[src/pom_pkg.sv]
// Constants and register map of the pin output source multiplexer
// Functional notes
// (RQ1) Source field bits 4:2 picks receive port 0-3, device status or transmit port.
// (RQ2) Receive-port select 000 and 011 drive remote pin 0 and pin 3 values.
// (RQ3) Receive-port select 100 drives lock, 101 drives pass of that port.
// (RQ4) Receive-port select 110 drives frame valid, 111 drives line valid.
// (RQ5) Source 100 uses the device-status table through select bits 7:5.
// (RQ6) Device status select 000 drives the local value bit.
// (RQ7) Device status select 001 drives OR of lock over enabled ports.
// (RQ8) Device status select 011 drives AND of pass over enabled ports.
// (RQ9) Transmit select 000 drives AND, 001 OR, of pass over selected ports.
// (RQ10) Transmit select 010 drives frame-active, 011 drives line-active.
// (RQ11) Transmit select 100 synchronized, 101 interrupt, 111 reserved.
// (RQ12) Bit 1 holds the level driven when local value is chosen.
// (RQ13) Bit 0 enables the pin driver; cleared means driver off.
// (RQ14) Control register at index 0x12, reset value all zeros.
// (RQ15) Device status select 010 drives AND of lock over enabled ports.
// (RQ16) Device status select 100 drives frame sync; 101-111 reserved.
// (RQ17) Transmit-port table applies when source holds 110.
// (RQ18) Receive-port select 001 and 010 drive remote pin 1 and pin 2.
// (RQ19) Reserved source or select codes drive a defined low level.
package pom_pkg;
    localparam int          NUM_RX_PORTS   = 4;
    localparam int          ADDR_W         = 8;
    localparam int          DATA_W         = 32;
    // Register indices; byte address is four times the index
    localparam logic [7:0]  IDX_CTRL       = 8'h12;
    localparam logic [7:0]  IDX_PORT_EN    = 8'h14;
    localparam logic [7:0]  IDX_TX_SEL     = 8'h15;
    localparam logic [7:0]  IDX_PIN_STAT   = 8'h16;
    // Control register field positions
    localparam int          CTRL_EN_BIT    = 0;
    localparam int          CTRL_VAL_BIT   = 1;
    localparam int          CTRL_SRC_LSB   = 2;
    localparam int          CTRL_SEL_LSB   = 5;
    // Reset values
    localparam logic [7:0]  RST_CTRL       = 8'h00;
    localparam logic [3:0]  RST_PORT_EN    = 4'hF;
    localparam logic [3:0]  RST_TX_SEL     = 4'hF;
    // Source codes
    localparam logic [2:0]  SRC_DEV_STATUS = 3'h4;
    localparam logic [2:0]  SRC_TX_PORT    = 3'h6;
    // Select codes, receive-port table
    localparam logic [2:0]  RX_SEL_LOCK    = 3'h4;
    localparam logic [2:0]  RX_SEL_PASS    = 3'h5;
    localparam logic [2:0]  RX_SEL_FV      = 3'h6;
    localparam logic [2:0]  RX_SEL_LV      = 3'h7;
    // Select codes, device-status table
    localparam logic [2:0]  DS_SEL_LOCAL   = 3'h0;
    localparam logic [2:0]  DS_SEL_LOCK_OR = 3'h1;
    localparam logic [2:0]  DS_SEL_LOCK_AND = 3'h2;
    localparam logic [2:0]  DS_SEL_PASS_AND = 3'h3;
    localparam logic [2:0]  DS_SEL_FSYNC   = 3'h4;
    // Select codes, transmit-port table
    localparam logic [2:0]  TX_SEL_PASS_AND = 3'h0;
    localparam logic [2:0]  TX_SEL_PASS_OR = 3'h1;
    localparam logic [2:0]  TX_SEL_FRAME   = 3'h2;
    localparam logic [2:0]  TX_SEL_LINE    = 3'h3;
    localparam logic [2:0]  TX_SEL_SYNCED  = 3'h4;
    localparam logic [2:0]  TX_SEL_IRQ     = 3'h5;
endpackage

[src/pom_sync.sv]
// Three-stage input synchroniser with agreement filter
`timescale 1ns/100ps
`default_nettype none
module pom_sync #(
    parameter int WIDTH = 1
) (
    input  wire logic             clk,
    input  wire logic             rst_n,
    input  wire logic             ce,
    input  wire logic [WIDTH-1:0] d,
    output var  logic [WIDTH-1:0] q
);
    typedef struct packed {
        logic [WIDTH-1:0] s1;
        logic [WIDTH-1:0] s2;
        logic [WIDTH-1:0] s3;
        logic [WIDTH-1:0] q;
    } pom_sync_state_type;

    pom_sync_state_type st_r;
    pom_sync_state_type st_nxt;

    // Elaboration check, a zero-width stage has nothing to filter
    if (WIDTH < 1) begin : g_bad_width
        $error("pom_sync: WIDTH must be at least 1");
    end

    always_comb begin
        st_nxt    = st_r;
        st_nxt.s1 = d;
        st_nxt.s2 = st_r.s1;
        st_nxt.s3 = st_r.s2;
        // Take a bit only once stages two and three agree
        st_nxt.q  = (st_r.s2 & st_r.s3) |
                    (st_r.q & (st_r.s2 ^ st_r.s3));
    end

    always_ff @(posedge clk or negedge rst_n) begin
        if (!rst_n) begin
            st_r <= '0;
        end else if (ce) begin
            st_r <= st_nxt;
        end
    end

    assign q = st_r.q;
endmodule // pom_sync
`default_nettype wire

[src/pom_select.sv]
// Source and select decoder for the pin value
`timescale 1ns/100ps
`default_nettype none
module pom_select
    import pom_pkg::*;
(
    input  wire logic [2:0]  source,
    input  wire logic [2:0]  select,
    input  wire logic        local_value,
    input  wire logic [15:0] remote_pin,
    input  wire logic [3:0]  lock,
    input  wire logic [3:0]  pass,
    input  wire logic [3:0]  frame_valid,
    input  wire logic [3:0]  line_valid,
    input  wire logic [3:0]  port_en,
    input  wire logic [3:0]  tx_port_sel,
    input  wire logic        frame_sync_pulse,
    input  wire logic        tx_synchronized,
    input  wire logic        tx_interrupt,
    input  wire logic        tx_frame_active,
    input  wire logic        tx_line_active,
    output var  logic        value
);
    // Empty mask gives 0, so an unconfigured AND never reads as good
    function automatic logic and_masked(input logic [3:0] v,
                                        input logic [3:0] m);
        return (|m) & (&(v | ~m));
    endfunction

    function automatic logic or_masked(input logic [3:0] v,
                                       input logic [3:0] m);
        return |(v & m);
    endfunction

    logic [1:0] port;

    always_comb begin
        port  = source[1:0];
        value = 1'b0;
        // (RQ1) source group choice
        if (!source[2]) begin
            case (select)
                // (RQ3) lock and pass
                RX_SEL_LOCK: value = lock[port];
                RX_SEL_PASS: value = pass[port];
                // (RQ4) frame and line
                RX_SEL_FV:   value = frame_valid[port];
                RX_SEL_LV:   value = line_valid[port];
                // (RQ2) (RQ18) remote pin values
                default:     value = remote_pin[{port, select[1:0]}];
            endcase
        end else if (source == SRC_DEV_STATUS) begin
            // (RQ5) device status table
            case (select)
                // (RQ6) (RQ12) local value
                DS_SEL_LOCAL:    value = local_value;
                // (RQ7) lock OR
                DS_SEL_LOCK_OR:  value = or_masked(lock, port_en);
                // (RQ15) lock AND
                DS_SEL_LOCK_AND: value = and_masked(lock, port_en);
                // (RQ8) pass AND
                DS_SEL_PASS_AND: value = and_masked(pass, port_en);
                // (RQ16) frame sync
                DS_SEL_FSYNC:    value = frame_sync_pulse;
                // (RQ19) reserved low
                default:         value = 1'b0;
            endcase
        end else if (source == SRC_TX_PORT) begin
            // (RQ17) transmit port table
            case (select)
                // (RQ9) selected pass
                TX_SEL_PASS_AND: value = and_masked(pass, tx_port_sel);
                TX_SEL_PASS_OR:  value = or_masked(pass, tx_port_sel);
                // (RQ10) frame and line
                TX_SEL_FRAME:    value = tx_frame_active;
                TX_SEL_LINE:     value = tx_line_active;
                // (RQ11) sync and interrupt
                TX_SEL_SYNCED:   value = tx_synchronized;
                TX_SEL_IRQ:      value = tx_interrupt;
                default:         value = 1'b0;
            endcase
        end else begin
            // (RQ19) reserved source low
            value = 1'b0;
        end
    end
endmodule // pom_select
`default_nettype wire

[src/pom_top.sv]
// Pin output source multiplexer with APB control registers
//
// The APB slave port was chosen for this implementation.
`timescale 1ns/100ps
`default_nettype none
module pom_top #(
    parameter int NUM_PORTS = pom_pkg::NUM_RX_PORTS
) (
    input  wire logic                       pclk,
    input  wire logic                       presetn,
    input  wire logic                       pclken,
    input  wire logic                       psel,
    input  wire logic                       penable,
    input  wire logic                       pwrite,
    input  wire logic [pom_pkg::ADDR_W-1:0] paddr,
    input  wire logic [pom_pkg::DATA_W-1:0] pwdata,
    input  wire logic [3:0]                 pstrb,
    output var  logic [pom_pkg::DATA_W-1:0] prdata,
    output var  logic                       pready,
    output var  logic                       pslverr,
    input  wire logic [15:0]                rx_remote_pin,
    input  wire logic [3:0]                 rx_lock,
    input  wire logic [3:0]                 rx_pass,
    input  wire logic [3:0]                 rx_frame_valid,
    input  wire logic [3:0]                 rx_line_valid,
    input  wire logic                       frame_sync_pulse,
    input  wire logic                       tx_synchronized,
    input  wire logic                       tx_interrupt,
    input  wire logic                       tx_frame_active,
    input  wire logic                       tx_line_active,
    output var  logic                       pin_out,
    output var  logic                       pin_oe
);
    import pom_pkg::*;

    localparam int SYNC_W = 37;

    typedef struct packed {
        logic [7:0]        ctrl;
        logic [3:0]        port_en;
        logic [3:0]        tx_sel;
        logic              ready;
        logic              slverr;
        logic [DATA_W-1:0] rdata;
        logic              pin_out;
        logic              pin_oe;
    } pom_top_state_type;

    pom_top_state_type st_r;
    pom_top_state_type st_nxt;

    logic [SYNC_W-1:0] sync_in;
    logic [SYNC_W-1:0] sync_q;
    logic              sel_value;

    // Elaboration check, the select tables are fixed at four ports
    if (NUM_PORTS != 4) begin : g_bad_ports
        $error("pom_top: tables serve four ports only");
    end

    // Word address match against a register index
    function automatic logic hit(input logic [ADDR_W-1:0] a,
                                 input logic [7:0]        idx);
        return (a[1:0] == 2'h0) && (a[ADDR_W-1:2] == idx[ADDR_W-3:0]);
    endfunction

    function automatic logic mapped(input logic [ADDR_W-1:0] a);
        return hit(a, IDX_CTRL) | hit(a, IDX_PORT_EN) |
               hit(a, IDX_TX_SEL) | hit(a, IDX_PIN_STAT);
    endfunction

    // Status arrives from other domains, so every bit is filtered
    assign sync_in = {rx_remote_pin, rx_lock, rx_pass, rx_frame_valid,
                      rx_line_valid, frame_sync_pulse, tx_synchronized,
                      tx_interrupt, tx_frame_active, tx_line_active};

    pom_sync #(
        .WIDTH (SYNC_W)
    ) u_sync (
        .clk   (pclk),
        .rst_n (presetn),
        .ce    (pclken),
        .d     (sync_in),
        .q     (sync_q)
    );

    pom_select u_select (
        .source           (st_r.ctrl[CTRL_SRC_LSB +: 3]),
        .select           (st_r.ctrl[CTRL_SEL_LSB +: 3]),
        .local_value      (st_r.ctrl[CTRL_VAL_BIT]),
        .remote_pin       (sync_q[36:21]),
        .lock             (sync_q[20:17]),
        .pass             (sync_q[16:13]),
        .frame_valid      (sync_q[12:9]),
        .line_valid       (sync_q[8:5]),
        .port_en          (st_r.port_en),
        .tx_port_sel      (st_r.tx_sel),
        .frame_sync_pulse (sync_q[4]),
        .tx_synchronized  (sync_q[3]),
        .tx_interrupt     (sync_q[2]),
        .tx_frame_active  (sync_q[1]),
        .tx_line_active   (sync_q[0]),
        .value            (sel_value)
    );

    always_comb begin
        st_nxt = st_r;
        // Setup phase: answer is ready for the first access edge
        if (psel && !penable && !st_r.ready) begin
            st_nxt.ready  = 1'b1;
            st_nxt.slverr = !mapped(paddr);
            st_nxt.rdata  = '0;
            if (!pwrite) begin
                if (hit(paddr, IDX_CTRL)) begin
                    st_nxt.rdata[7:0] = st_r.ctrl;
                end else if (hit(paddr, IDX_PORT_EN)) begin
                    st_nxt.rdata[3:0] = st_r.port_en;
                end else if (hit(paddr, IDX_TX_SEL)) begin
                    st_nxt.rdata[3:0] = st_r.tx_sel;
                end else if (hit(paddr, IDX_PIN_STAT)) begin
                    st_nxt.rdata[2:0] = {sel_value, st_r.pin_oe,
                                         st_r.pin_out};
                end
            end
        end
        // Access phase completes; writes land on this edge only
        if (psel && penable && st_r.ready) begin
            st_nxt.ready  = 1'b0;
            st_nxt.slverr = 1'b0;
            st_nxt.rdata  = '0;
            if (pwrite && pstrb[0]) begin
                // (RQ14) control register write
                if (hit(paddr, IDX_CTRL)) begin
                    st_nxt.ctrl = pwdata[7:0];
                end
                if (hit(paddr, IDX_PORT_EN)) begin
                    st_nxt.port_en = pwdata[3:0];
                end
                if (hit(paddr, IDX_TX_SEL)) begin
                    st_nxt.tx_sel = pwdata[3:0];
                end
            end
        end
        // (RQ13) driver enable
        st_nxt.pin_oe  = st_r.ctrl[CTRL_EN_BIT];
        // Disabled pin held low so the output is never undefined
        st_nxt.pin_out = st_r.ctrl[CTRL_EN_BIT] & sel_value;
    end

    always_ff @(posedge pclk or negedge presetn) begin
        if (!presetn) begin
            // (RQ14) control reset all zeros; port enable and transmit select reset to all ones
            st_r         <= '0;
            st_r.ctrl    <= RST_CTRL;
            st_r.port_en <= RST_PORT_EN;
            st_r.tx_sel  <= RST_TX_SEL;
        end else if (pclken) begin
            st_r <= st_nxt;
        end
    end

    assign prdata  = st_r.rdata;
    assign pready  = st_r.ready;
    assign pslverr = st_r.slverr;
    assign pin_out = st_r.pin_out;
    assign pin_oe  = st_r.pin_oe;
endmodule // pom_top
`default_nettype wire

[config.mk]
export PLATFORM = sky130hd
export DESIGN_NAME = pom_top
export DESIGN_NICKNAME = d
export VERILOG_FILES = /design/src/pom_pkg.sv /design/src/pom_sync.sv /design/src/pom_select.sv /design/src/pom_top.sv
export SDC_FILE = /design/constraint.sdc
export NUM_CORES = 1
export LEC_CHECK = 0
export BUFFER_PORTS_ARGS = -buffer_cell sky130_fd_sc_hd__buf_2
export CAP_MARGIN = 20
export CELL_PAD_IN_SITES_DETAIL_PLACEMENT = 0
export CELL_PAD_IN_SITES_GLOBAL_PLACEMENT = 1
export CORE_MARGIN = 2
export CORE_UTILIZATION = 35
export DETAILED_ROUTE_END_ITERATION = 8
export GPL_ROUTABILITY_DRIVEN = 0
export GPL_TIMING_DRIVEN = 0
export PLACE_DENSITY = 0.62
export SYNTH_ARGS = -nofsm -noshare
export SYNTH_HDL_FRONTEND = slang
export SYNTH_HIERARCHICAL = 1
export SYNTH_SLANG_ARGS = --single-unit
[constraint.sdc]
create_clock -name pclk -period 4.52 [get_ports pclk]
set_clock_uncertainty 0.1 [all_clocks]
set_input_delay 0.226 -clock pclk [delete_from_list [all_inputs] [get_ports pclk]]
set_output_delay 0.226 -clock pclk [all_outputs]
set_load 0.05 [all_outputs]
==> out/metrics.cfg, run 1 <==
[grt]
gr-total-overflow = 0
grt_max_degree = 91
grtUsageTotal_pct = 14.0
antenna_found_initial = 0
grt_pass1_wl_mm = 28.5
grt_pass1_vias = 5492

[timing]
finalSetupViolations = 0
drv_slew = 0
hold_viol_final = 0
period_needed_ns = 2.48
max_freq_mhz = 402
rsz0062_at_grt = false
worstMarginPinSlew_ns = 0.663
final.period_utilization_pct = 55.0
setup_tns_ns = 0
worst_hold_slack_ns = 0.0927
relSlewSlack_pct = 55.8

[critical_path]
critPathRequiredTime_ns = 4.78
critPathMostFrequentCell = o31ai_1
rr_worst_depth = 10
rrSetupSlack_ns = 2.04
worstPathArrival_ns = 2.75
path_max_fanout = 10
cp-end-kind = register
path_class = reg -> reg
crit_slowest_cell = dfrtp_1
max_stage_delay_ns = 0.50
start_kind = register
path_cells = buf_2 > nor3_1 > o41ai_1 > o31ai_1 > a21oi_1 > o31ai_1 > nor2b_1 > o22ai_1 > o211ai_1 > nand2_1

[drt]
num_vias = 5166
route.detailed.drc = 0
postRouteAntennaNets = 0
drt_iter0_drc = 227
routed_wl_mm = 16.8
viasPerCell = 4.65
wl_per_cell_um = 15.1
drt-pass1-iter-count = 4

[clocking]
clk_pin_slew_worst_paths_ns = 0.06
cts_sinks = 176
cts_made_buffers = 17
postCtsSetupBuffers = 0
cts.htree.levels = 4
cts_root_buf = clkbuf_16
cts_tree = built
clock_latency_ns = 0.42
cts_max_path_buffers = 2

[power_and_ir_drop]
switching_share_pct = 25.0
ir_worst_vdd_mv = 0.235
seq_power_share_pct = 45.2
p_switching_uw = 1130
power_density_mw_per_mm2 = 432
share_comb_of_total_power_pct = 20.4
clockPowerShare_pct = 34.4
finalPower_uw = 4510
p_int_uw = 3380
p_leak_uw = 0.00483

[placed_design]
hpwl_mm = 11.8
io_buffers = 70
post-place-cells = 1032

[cells_and_area]
syn2layout_area_growth_pct = 23.2
multi_input_area_mm2 = 0.00342
nNetsFinal = 903
fillers = 2201
diodes = 0
layout-drive-gt1-share_pct = 42.7
seq_area_mm2 = 0.00441
final_cells = 1110

[logic_synthesis]
dominantRegCellSynth = dfrtp_1
yosys_warnings = 6
yosysTopAreaCell = dfrtp_1
netlist.area_leader.share_pct = 49.6
synth.avg_cell_area_um2 = 13.7
synth-edff-count = 0
yosysUniqueCellTypes = 45
synth_cells = 619
async_flop_share_pct = 100
synth_area_leaders = dfrtp_1 (50%), mux2_2 (16%), buf_4 (7.3%)
synth-seq-area-share_pct = 52.0
synthTopCellsByCount = dfrtp_1 (168), mux2_2 (120), buf_4 (82)
synth.most_common_cell = dfrtp_1
ys_ff_latch = 176
synth_area_mm2 = 0.00848

[die]
ios = 123
rows = 56
initial_core_util_pct = 35.9
fp.dieW_um = 160
coreArea_mm2 = 0.0236
die_h_um = 160
die-area_mm2 = 0.0255

[worst_hold_path]
hold_path_class = in -> reg
worstHoldPathCells = 2

[outcome]
status = completed

[run]
cap_viol_max_count = 0

==> final timing paths <==
check	from	end
worst max-delay path	st_r[50]	prdata[2]
worst min-delay path	pclken	pin_out
worst max register to register	st_r[50]	prdata[2]
worst min register to register	prdata[1]	prdata[1]
max in group asynchronous	presetn	u_sync/st_nxt[40]
min in group asynchronous	presetn	u_sync/st_nxt[96]
==> state kept, by name (all words and copies together), names as in the netlist <==
name,flops
pin_oe,1
pin_out,1
prdata,8
pready,1
pslverr,1
st_nxt,1
st_r,15
u_sync/q,37
u_sync/st_nxt,74
u_sync/st_r,37
==> per-layer routing <==
metal | GRT usage [%] | vias up | part of all wire, %
li1 | - | 2455 | -
met1 | 18.8 | 2578 | 48
met2 | 22.9 | 124 | 47
met3 | 3.09 | 9 | 3.9
met4 | 3.97 | 0 | 0.84
met5 | 0 | - | 0
==> critical path: cells and delay by family, from the launching register on <==
kind            cells  cell delay [ns]
simple gates        3             0.41
compound gates      6             1.15
buf+inv             1             0.27
flops               1             0.50
==> power groups by stage <==
stage	Sequential (uW)	Clock (uW)	Combinational (uW)
after CTS	2040	1590	940
after floorplan	2010	0	704
after detailed placement	2070	0	902
final	2040	1550	921
after global routing	2080	1670	1030
after global placement	2060	0	872
==> kinds of logic after synthesis <==
family / Yosys count / share of synthesized area (%)
DFF: 176 / 52.0
xor gates and xnor gates: 1 / 0.103
buffers and inverters: 104 / 8.69
adders and majority gates: 37 / 5.46
muxes: 148 / 21.0
and+or+nand+nor: 80 / 5.77
other: 1 / 0.0442
AOI/OAI and AO/OA: 72 / 6.93
==> timing repair <==
action	CTS	global route
endpoints found under the hold margin	132	0
resized for setup	0	0
hold buffers	47	0
==> final cells by class <==
cell class	count	share of cell area, %
Clock buffer	22	4.44
Sequential cell	176	42.3
Multi-Input combinational cell	362	32.7
Inverter	9	0.323
Clock inverter	9	1.50
Tap cell	319	3.82
Buffer	95	6.73
Timing Repair Buffer	118	8.22
==> cells in the final DEF (no fill, tap or decap), types with 5 or more instances in the layout <==
cell	instances
clkbuf_16	17
mux4_2	6
nand2b_1	43
conb_1	24
buf_2	76
a22o_1	42
ha_1	37
nand2_1	12
a21oi_1	5
mux2i_1	12
dlygate4sd3_1	47
clkbuf_1	5
dfstp_2	8
mux2_4	8
mux2_2	120
inv_1	9
buf_4	82
dfrtp_1	168
==> through the flow <==
step | setup slack [ns] | utilization (%) | instance area, um^2
after global routing | 1.83 | 44.2 | 10400
after detailed placement | 2.04 | 39.6 | 9360
after global placement | 0.410 | 39.5 | 9320
after CTS | 2.05 | 44.2 | 10400
after floorplan | 2.48 | - | 8570
final | 2.04 | 44.2 | 10400
(Power assumes the default switching activity.)
==> run 2, diff against run 1 <==
--- a/config.mk
+++ b/config.mk
@@ -5,6 +5,7 @@
 export SDC_FILE = /design/constraint.sdc
 export NUM_CORES = 1
 export LEC_CHECK = 0
+export ABC_AREA = 1
 export BUFFER_PORTS_ARGS = -buffer_cell sky130_fd_sc_hd__buf_2
 export CAP_MARGIN = 20
 export CELL_PAD_IN_SITES_DETAIL_PLACEMENT = 0
@@ -14,7 +15,7 @@
 export DETAILED_ROUTE_END_ITERATION = 8
 export GPL_ROUTABILITY_DRIVEN = 0
 export GPL_TIMING_DRIVEN = 0
-export PLACE_DENSITY = 0.62
+export PLACE_DENSITY = 0.7
 export SYNTH_ARGS = -nofsm -noshare
 export SYNTH_HDL_FRONTEND = slang
 export SYNTH_HIERARCHICAL = 1
==> constraint.sdc (replaced) <==
create_clock -name pclk -period 2.15 [get_ports pclk]
set_clock_uncertainty 0.1 [all_clocks]
set_input_delay 0.1075 -clock pclk [delete_from_list [all_inputs] [get_ports pclk]]
set_output_delay 0.1075 -clock pclk [all_outputs]
set_load 0.05 [all_outputs]
==> run 2 against run 1 <==
Net effect: register-to-register slack lost 1.8 ns; combinational power is 88% higher; synthesized cell count rose by 79%; utilization shrank 0.65 points; maximum frequency is 27% higher; critical path depth is 5 higher; final cell count grew 46%; worst setup slack worse by 1.8 ns; first-iteration DRC count is 74% higher; cell area up 5.4%; clock power rose by 86%; global-route usage is 1.6 points higher.
==> out/metrics.cfg, run 2 <==
[die]
rows = 58  ; +3.6%
die-area_mm2 = 0.0271  ; +6.3%
coreArea_mm2 = 0.0253  ; +7.0%
fp.dieW_um = 165  ; +3.1%
initial_core_util_pct = 35.8  ; -0.17 points
ios = 123  ; unchanged
die_h_um = 165  ; +3.1%

[critical_path]
crit_buf_inv = 1  ; unchanged
crit_family = simple AND/OR/NAND/NOR gates
critPathRequiredTime_ns = 2.41  ; -2.37 ns
worstPathArrival_ns = 2.22  ; -0.53 ns
critPathMostFrequentCell = nand2_1
max_stage_delay_ns = 0.46  ; -0.04 ns
path_cells = nor2_2 > nand2_1 > nand2_1 > nand2_1 > nand2_1 > inv_1 > nand2_1 > nand2_1 > nand2_1 > nand3_1 > nand2_1 > nand3_1 > nand2_1 > o21ai_1 > nand2_1
cp-end-kind = register
crit_slowest_cell = dfrtp_2
path_class = reg -> reg
start_kind = register
path_max_fanout = 9  ; -1

[cells_and_area]
mostFrequentLayoutCell = nand2_1
syn2layout_area_growth_pct = 21.9
seq_area_mm2 = 0.00442  ; about the same
multi_input_area_mm2 = 0.00324  ; -5.2%
final_cell_mix = nand2_1 (369), dfrtp_1 (166), inv_1 (150)
largest_reg_flops = 74  ; unchanged
final_cells = 1617  ; +46%
fillers = 2578  ; +17%
postLayoutCellArea_mm2 = 0.0110  ; +5.4%
nNetsFinal = 1397  ; +55%
layout-drive-gt1-share_pct = 18.4  ; -24 points

[grt]
grt_pass1_vias = 6521  ; +19%
grtUsageTotal_pct = 15.6  ; +1.6 points
grt_pass1_wl_mm = 33.4  ; +17%
antenna_found_initial = 0  ; unchanged
gr-total-overflow = 0  ; unchanged
grt_max_degree = 119  ; +31%

[drt]
drt_iter0_drc = 395  ; +74%
wl_per_cell_um = 12.5  ; -17%
routed_wl_mm = 20.2  ; +20%
viasPerCell = 4.32  ; -7.2%
route.detailed.drc = 0  ; unchanged
postRouteAntennaNets = 0  ; unchanged
num_vias = 6986  ; +35%
drt-pass1-iter-count = 5  ; +1

[power_and_ir_drop]
ir_worst_vdd_mv = 0.390  ; +66%
finalPower_uw = 8640  ; +92%
power_density_mw_per_mm2 = 785  ; +82%
p_leak_uw = 0.00591  ; +22%

[clocking]
clock_latency_ns = 0.43  ; about the same
cts_sinks = 176  ; unchanged
cts_tree = built
cts_made_buffers = 17  ; unchanged
cts.htree.levels = 4  ; unchanged
cts_max_path_buffers = 2  ; unchanged
clk_pin_slew_worst_paths_ns = 0.07  ; about the same
cts_root_buf = clkbuf_16

[logic_synthesis]
synthTopCellsByCount = nand2_1 (369), dfrtp_1 (168), inv_1 (151)
yosysTopAreaCell = dfrtp_1
dominantRegCellSynth = dfrtp_1
yosys_warnings = 6  ; unchanged
synth.most_common_cell = nand2_1
synth_cells = 1105  ; +79%
synth-seq-area-share_pct = 48.9  ; -3.2 points
synth_area_leaders = dfrtp_1 (47%), nand2_1 (15%), inv_1 (6.3%)
synth.avg_cell_area_um2 = 8.17  ; -40%
yosysUniqueCellTypes = 31  ; -31%
synth_area_mm2 = 0.00903  ; +6.5%
ys_ff_latch = 176  ; unchanged
async_flop_share_pct = 100  ; unchanged
netlist.area_leader.share_pct = 46.6  ; -3.0 points
synth-edff-count = 0  ; unchanged

[worst_hold_path]
hold_path_class = in -> reg

[timing]
relSlewSlack_pct = 54.6  ; -1.2 points
hold_viol_final = 0  ; unchanged
max_freq_mhz = 510  ; +27%
setup_tns_ns = 0  ; unchanged
period_needed_ns = 1.96  ; -0.525 ns
worstMarginPinSlew_ns = 0.680  ; +0.0173 ns
rsz0062_at_grt = false
finalSetupViolations = 0  ; unchanged
final.period_utilization_pct = 91.1  ; +36 points
drv_slew = 0  ; unchanged

[outcome]
status = completed

[run]
cap_viol_max_count = 0  ; unchanged

[placed_design]
post-place-cells = 1530  ; +48%
hpwl_mm = 14.1  ; +19%
dpl-instance-area_mm2 = 0.00992  ; +6.1%
io_buffers = 71  ; +1.4%

-- run 2: changes by cell type in the layout (fill, tap and decap cells not counted), sizes merged, moves of 5 or more --
cell | before | now
nand2 | 12 | 371
inv | 10 | 154
mux2 | 128 | 1
o21ai | 3 | 98
nor2 | 4 | 66
nand2b | 43 | 0
a22o | 42 | 0
nand3 | 3 | 42
a21oi | 5 | 41
buf | 164 | 176
mux2i | 12 | 0
mux4 | 8 | 0
clkinv | 1 | 6
dlygate4sd3 | 47 | 52
-- run 2: final timing paths --
check                           cells past startpoint                 to    startpoint  slack (ns)
worst max-delay path                               15          prdata[2]      st_r[49]        0.19
worst min-delay path                                5           st_r[51]      pstrb[0]        0.04
worst max register to register                     15          prdata[2]      st_r[49]        0.19
worst min register to register                      2       u_sync/q[19]  u_sync/q[19]        0.37
max in group asynchronous                           3    u_sync/st_r[50]       presetn        0.91
min in group asynchronous                           2  u_sync/st_nxt[63]       presetn        0.09
-- run 2: tightest hold or removal path, delay by kind of cell --
kind                   cells  cell delay [ns]
and+or+nand+nor            4             0.32
buffers and inverters      1             0.10
-- run 2: layout make-up --
type,instances,area share [%]
antenna,1,0.0227
buffer,109,8.08
clock buffer,21,4.18
clock inverter,11,0.761
inverter,153,5.22
multi-input combinational,690,29.4
sequential,176,40.1
tap,330,3.75
timing repair buffer,126,8.43
-- run 2: kinds of logic after synthesis --
group                      share of synthesized area [%]
and+or+nand+nor                                     21.5
adders and majority gates                           5.13
muxes                                              0.125
AOI/OAI and AO/OA                                   8.16
other                                             0.0415
buffers and inverters                               16.2
DFF                                                 48.9
-- run 2: power by group --
part	switching, uW	internal, uW
Clock	1330	1550
Sequential	279	3760
Combinational	947	783
-- run 2: repair_timing --
item,in CTS,in global routing
gates resized for setup,0,5
endpoints found under the setup margin,0,1
hold buffers,52,0
buffers inserted,0,2
endpoints found under the hold margin,117,0
-- run 2: layer usage --
layer	GRT usage, %	part of all wire, %	wire length [um]	vias to the layer above
li1	-	-	-	3642
met1	22.2	51	10300	3207
met2	24.7	45	9050	125
met3	2.94	3.4	687	12
met4	3.87	0.91	183	0
met5	0	0	0	-
-- run 2: through the flow --
step / setup slack (ns) / hold WS (ns) / util, %
final: 0.191 / 0.0437 / 43.6
after CTS: 0.0479 / 0.00739 / 43.5
after detailed placement: 0.0809 / -0.0280 / 39.3
after global routing: 0.00488 / 0.0462 / 43.6
after global placement: -2.10 / 0.215 / 39.1
after floorplan: 0.432 / -0.288 / -
==> run 3, diff against run 2 <==
--- a/config.mk
+++ b/config.mk
@@ -10,7 +10,7 @@
 export CAP_MARGIN = 20
 export CELL_PAD_IN_SITES_DETAIL_PLACEMENT = 0
 export CELL_PAD_IN_SITES_GLOBAL_PLACEMENT = 1
-export CORE_MARGIN = 2
+export CORE_MARGIN = 10
 export CORE_UTILIZATION = 35
 export DETAILED_ROUTE_END_ITERATION = 8
 export GPL_ROUTABILITY_DRIVEN = 0
==> run 3 against run 2 <==
Net effect: die area is 20% higher; largest power group unchanged; register-to-register slack better by 0.03 ns; hold slack worse by 0.041 ns; maximum frequency is 1.5% higher; global-route usage is 2.5 points lower.
==> out/metrics.cfg, run 3 (synthesis results as in run 2) <==
[outcome]
status = completed

[run]
cap_viol_max_count = 0  ; unchanged

[timing]
relSlewSlack_pct = 49.0  ; -5.7 points
hold_viol_final = 0  ; unchanged
max_freq_mhz = 518  ; +1.5%
setup_tns_ns = 0  ; unchanged
drv_slew = 0  ; unchanged
final.period_utilization_pct = 89.8  ; -1.3 points
period_needed_ns = 1.93  ; -0.0286 ns
finalSetupViolations = 0  ; unchanged
rsz0062_at_grt = false
worstMarginPinSlew_ns = 0.766  ; +0.0852 ns

[grt]
grt_max_degree = 97  ; -18%
grt_pass1_vias = 6895  ; +5.7%
grt_pass1_wl_mm = 35.7  ; +6.8%
gr-total-overflow = 0  ; unchanged
grtUsageTotal_pct = 13.1  ; -2.5 points
antenna_found_initial = 0  ; unchanged

[critical_path]
cp-end-kind = register
start_kind = register
critPathRequiredTime_ns = 2.42  ; about the same
cp-startpoint = st_r[50]
path_cells = buf_4 > nor2_4 > nand2_1 > nor2_1 > o21ai_0 > nand4_1 > nand3_1 > nand2_1 > nand3_1 > nand2_1 > o21ai_1 > nand2_1
max_stage_delay_ns = 0.46  ; about the same
path_class = reg -> reg
crit_slowest_cell = dfrtp_2
worstPathArrival_ns = 2.20  ; -0.02 ns
r2r_start = st_r[50]
path_max_fanout = 8  ; -1
critPathMostFrequentCell = nand2_1

[clocking]
cts_root_buf = clkbuf_16
cts_max_path_buffers = 2  ; unchanged
clk_pin_slew_worst_paths_ns = 0.07  ; about the same
cts.htree.levels = 4  ; unchanged
cts_tree = built
clock_latency_ns = 0.44  ; about the same
cts_sinks = 176  ; unchanged
cts_made_buffers = 17  ; unchanged

[drt]
route.detailed.drc = 0  ; unchanged
postRouteAntennaNets = 0  ; unchanged
drt_iter0_drc = 569  ; +44%
wl_per_cell_um = 13.0  ; +4.3%
routed_wl_mm = 21.0  ; +4.1%
num_vias = 7018  ; +0.46%
viasPerCell = 4.35  ; +0.64%
drt-pass1-iter-count = 5  ; unchanged

[cells_and_area]
final_cells = 1614  ; -0.19%
mostFrequentLayoutCell = nand2_1
nNetsFinal = 1395  ; -0.14%
multi_input_area_mm2 = 0.00325  ; +0.15%
final_cell_mix = nand2_1 (369), dfrtp_1 (166), inv_1 (150)
largest_reg_flops = 74  ; unchanged
syn2layout_area_growth_pct = 23.0
diodes = 0  ; -1
fillers = 2564  ; -0.54%
seq_area_mm2 = 0.00442  ; unchanged
layout-drive-gt1-share_pct = 18.7  ; +0.26 points

[die]
ios = 123  ; unchanged
coreArea_mm2 = 0.0253  ; unchanged
die-area_mm2 = 0.0326  ; +20%
rows = 58  ; unchanged
initial_core_util_pct = 35.8  ; unchanged
die_h_um = 181  ; +9.7%
fp.dieW_um = 181  ; +9.7%

[power_and_ir_drop]
p_leak_uw = 0.00598  ; +1.2%
ir_worst_vdd_mv = 0.498  ; +28%
power_density_mw_per_mm2 = 834  ; +6.3%

[worst_hold_path]
hold_path_class = in -> reg
min_from = pstrb[0]

[placed_design]
hpwl_mm = 14.9  ; +5.9%
io_buffers = 71  ; unchanged
post-place-cells = 1530  ; unchanged

run 3: cell count changes in the layout (fill, tap and decap cells not counted):
cell,delta
clkbuf_1,-2
clkbuf_8,-1
diode_2,-1
bufinv_16,+5
clkinvlp_4,-4
nor2_2,-1
inv_6,+3
dlygate4sd3_1,-3
buf_4,+1
clkinv_4,-2
nor2_4,+1
inv_8,+1
run 3: metrics by stage:
step	power [uW]	cell area [um^2]	worst slack, ns	hold slack, ns	util [%]
after floorplan	5300	9120	0.432	-0.288	-
after global placement	5740	9890	-2.10	0.215	39.1
after detailed placement	5780	9920	0.0879	0.105	39.3
after CTS	9380	11100	0.0673	0.000541	43.9
after global routing	9830	11100	0.0132	0.0164	44.0
final	9270	11100	0.219	0.00221	44.0
run 3: worst paths after layout:
kind,to,slack [ns],cells after the start
setup / recovery,prdata[2],0.22,12
hold / removal,st_r[49],0.002,5
setup reg to reg,prdata[2],0.22,12
hold reg to reg,u_sync/q[23],0.37,2
max in group asynchronous,u_sync/st_r[49],0.89,3
min in group asynchronous,u_sync/st_nxt[64],0.20,2
run 3: layout make-up:
type	instances	share of cell area [%]
clock inverters	14	2.02
plain buffers	109	8.01
multi-input cells	690	29.2
inverters	153	5.17
repair buffers	124	8.15
clock buffers	18	3.95
flip-flops and latches	176	39.8
well taps	330	3.72
run 3: layer usage:
metal | GRT usage, % | share of wire [%] | vias to the layer above
met2 | 20.5 | 45 | 109
met4 | 3.64 | 1.1 | 0
met1 | 17.9 | 50 | 3257
met5 | 0 | 0 | -
li1 | - | - | 3638
met3 | 2.79 | 3.7 | 14
run 3: critical path, delay by kind of cell, from the launching register on:
family | cells | cell delay (ns)
DFF | 1 | 0.46
and+or+nand+nor | 9 | 0.95
AOI/OAI and AO/OA | 2 | 0.19
buffers and inverters | 1 | 0.16
run 3: repair_timing:
| action | 4_1_cts | 5_1_grt |
|---|---|---|
| setup buffers | 0 | 3 |
| hold endpoints to repair | 144 | 0 |
| resized for setup | 0 | 6 |
| endpoints found under the setup margin | 0 | 1 |
| hold buffers | 49 | 0 |
run 3: power by group:
part | total, uW | switching [uW] | internal (uW) | leakage (uW)
logic | 1730 | 951 | 783 | 0.00352
clock network | 3500 | 1380 | 2120 | 0.000328
registers | 4030 | 276 | 3760 | 0.00213
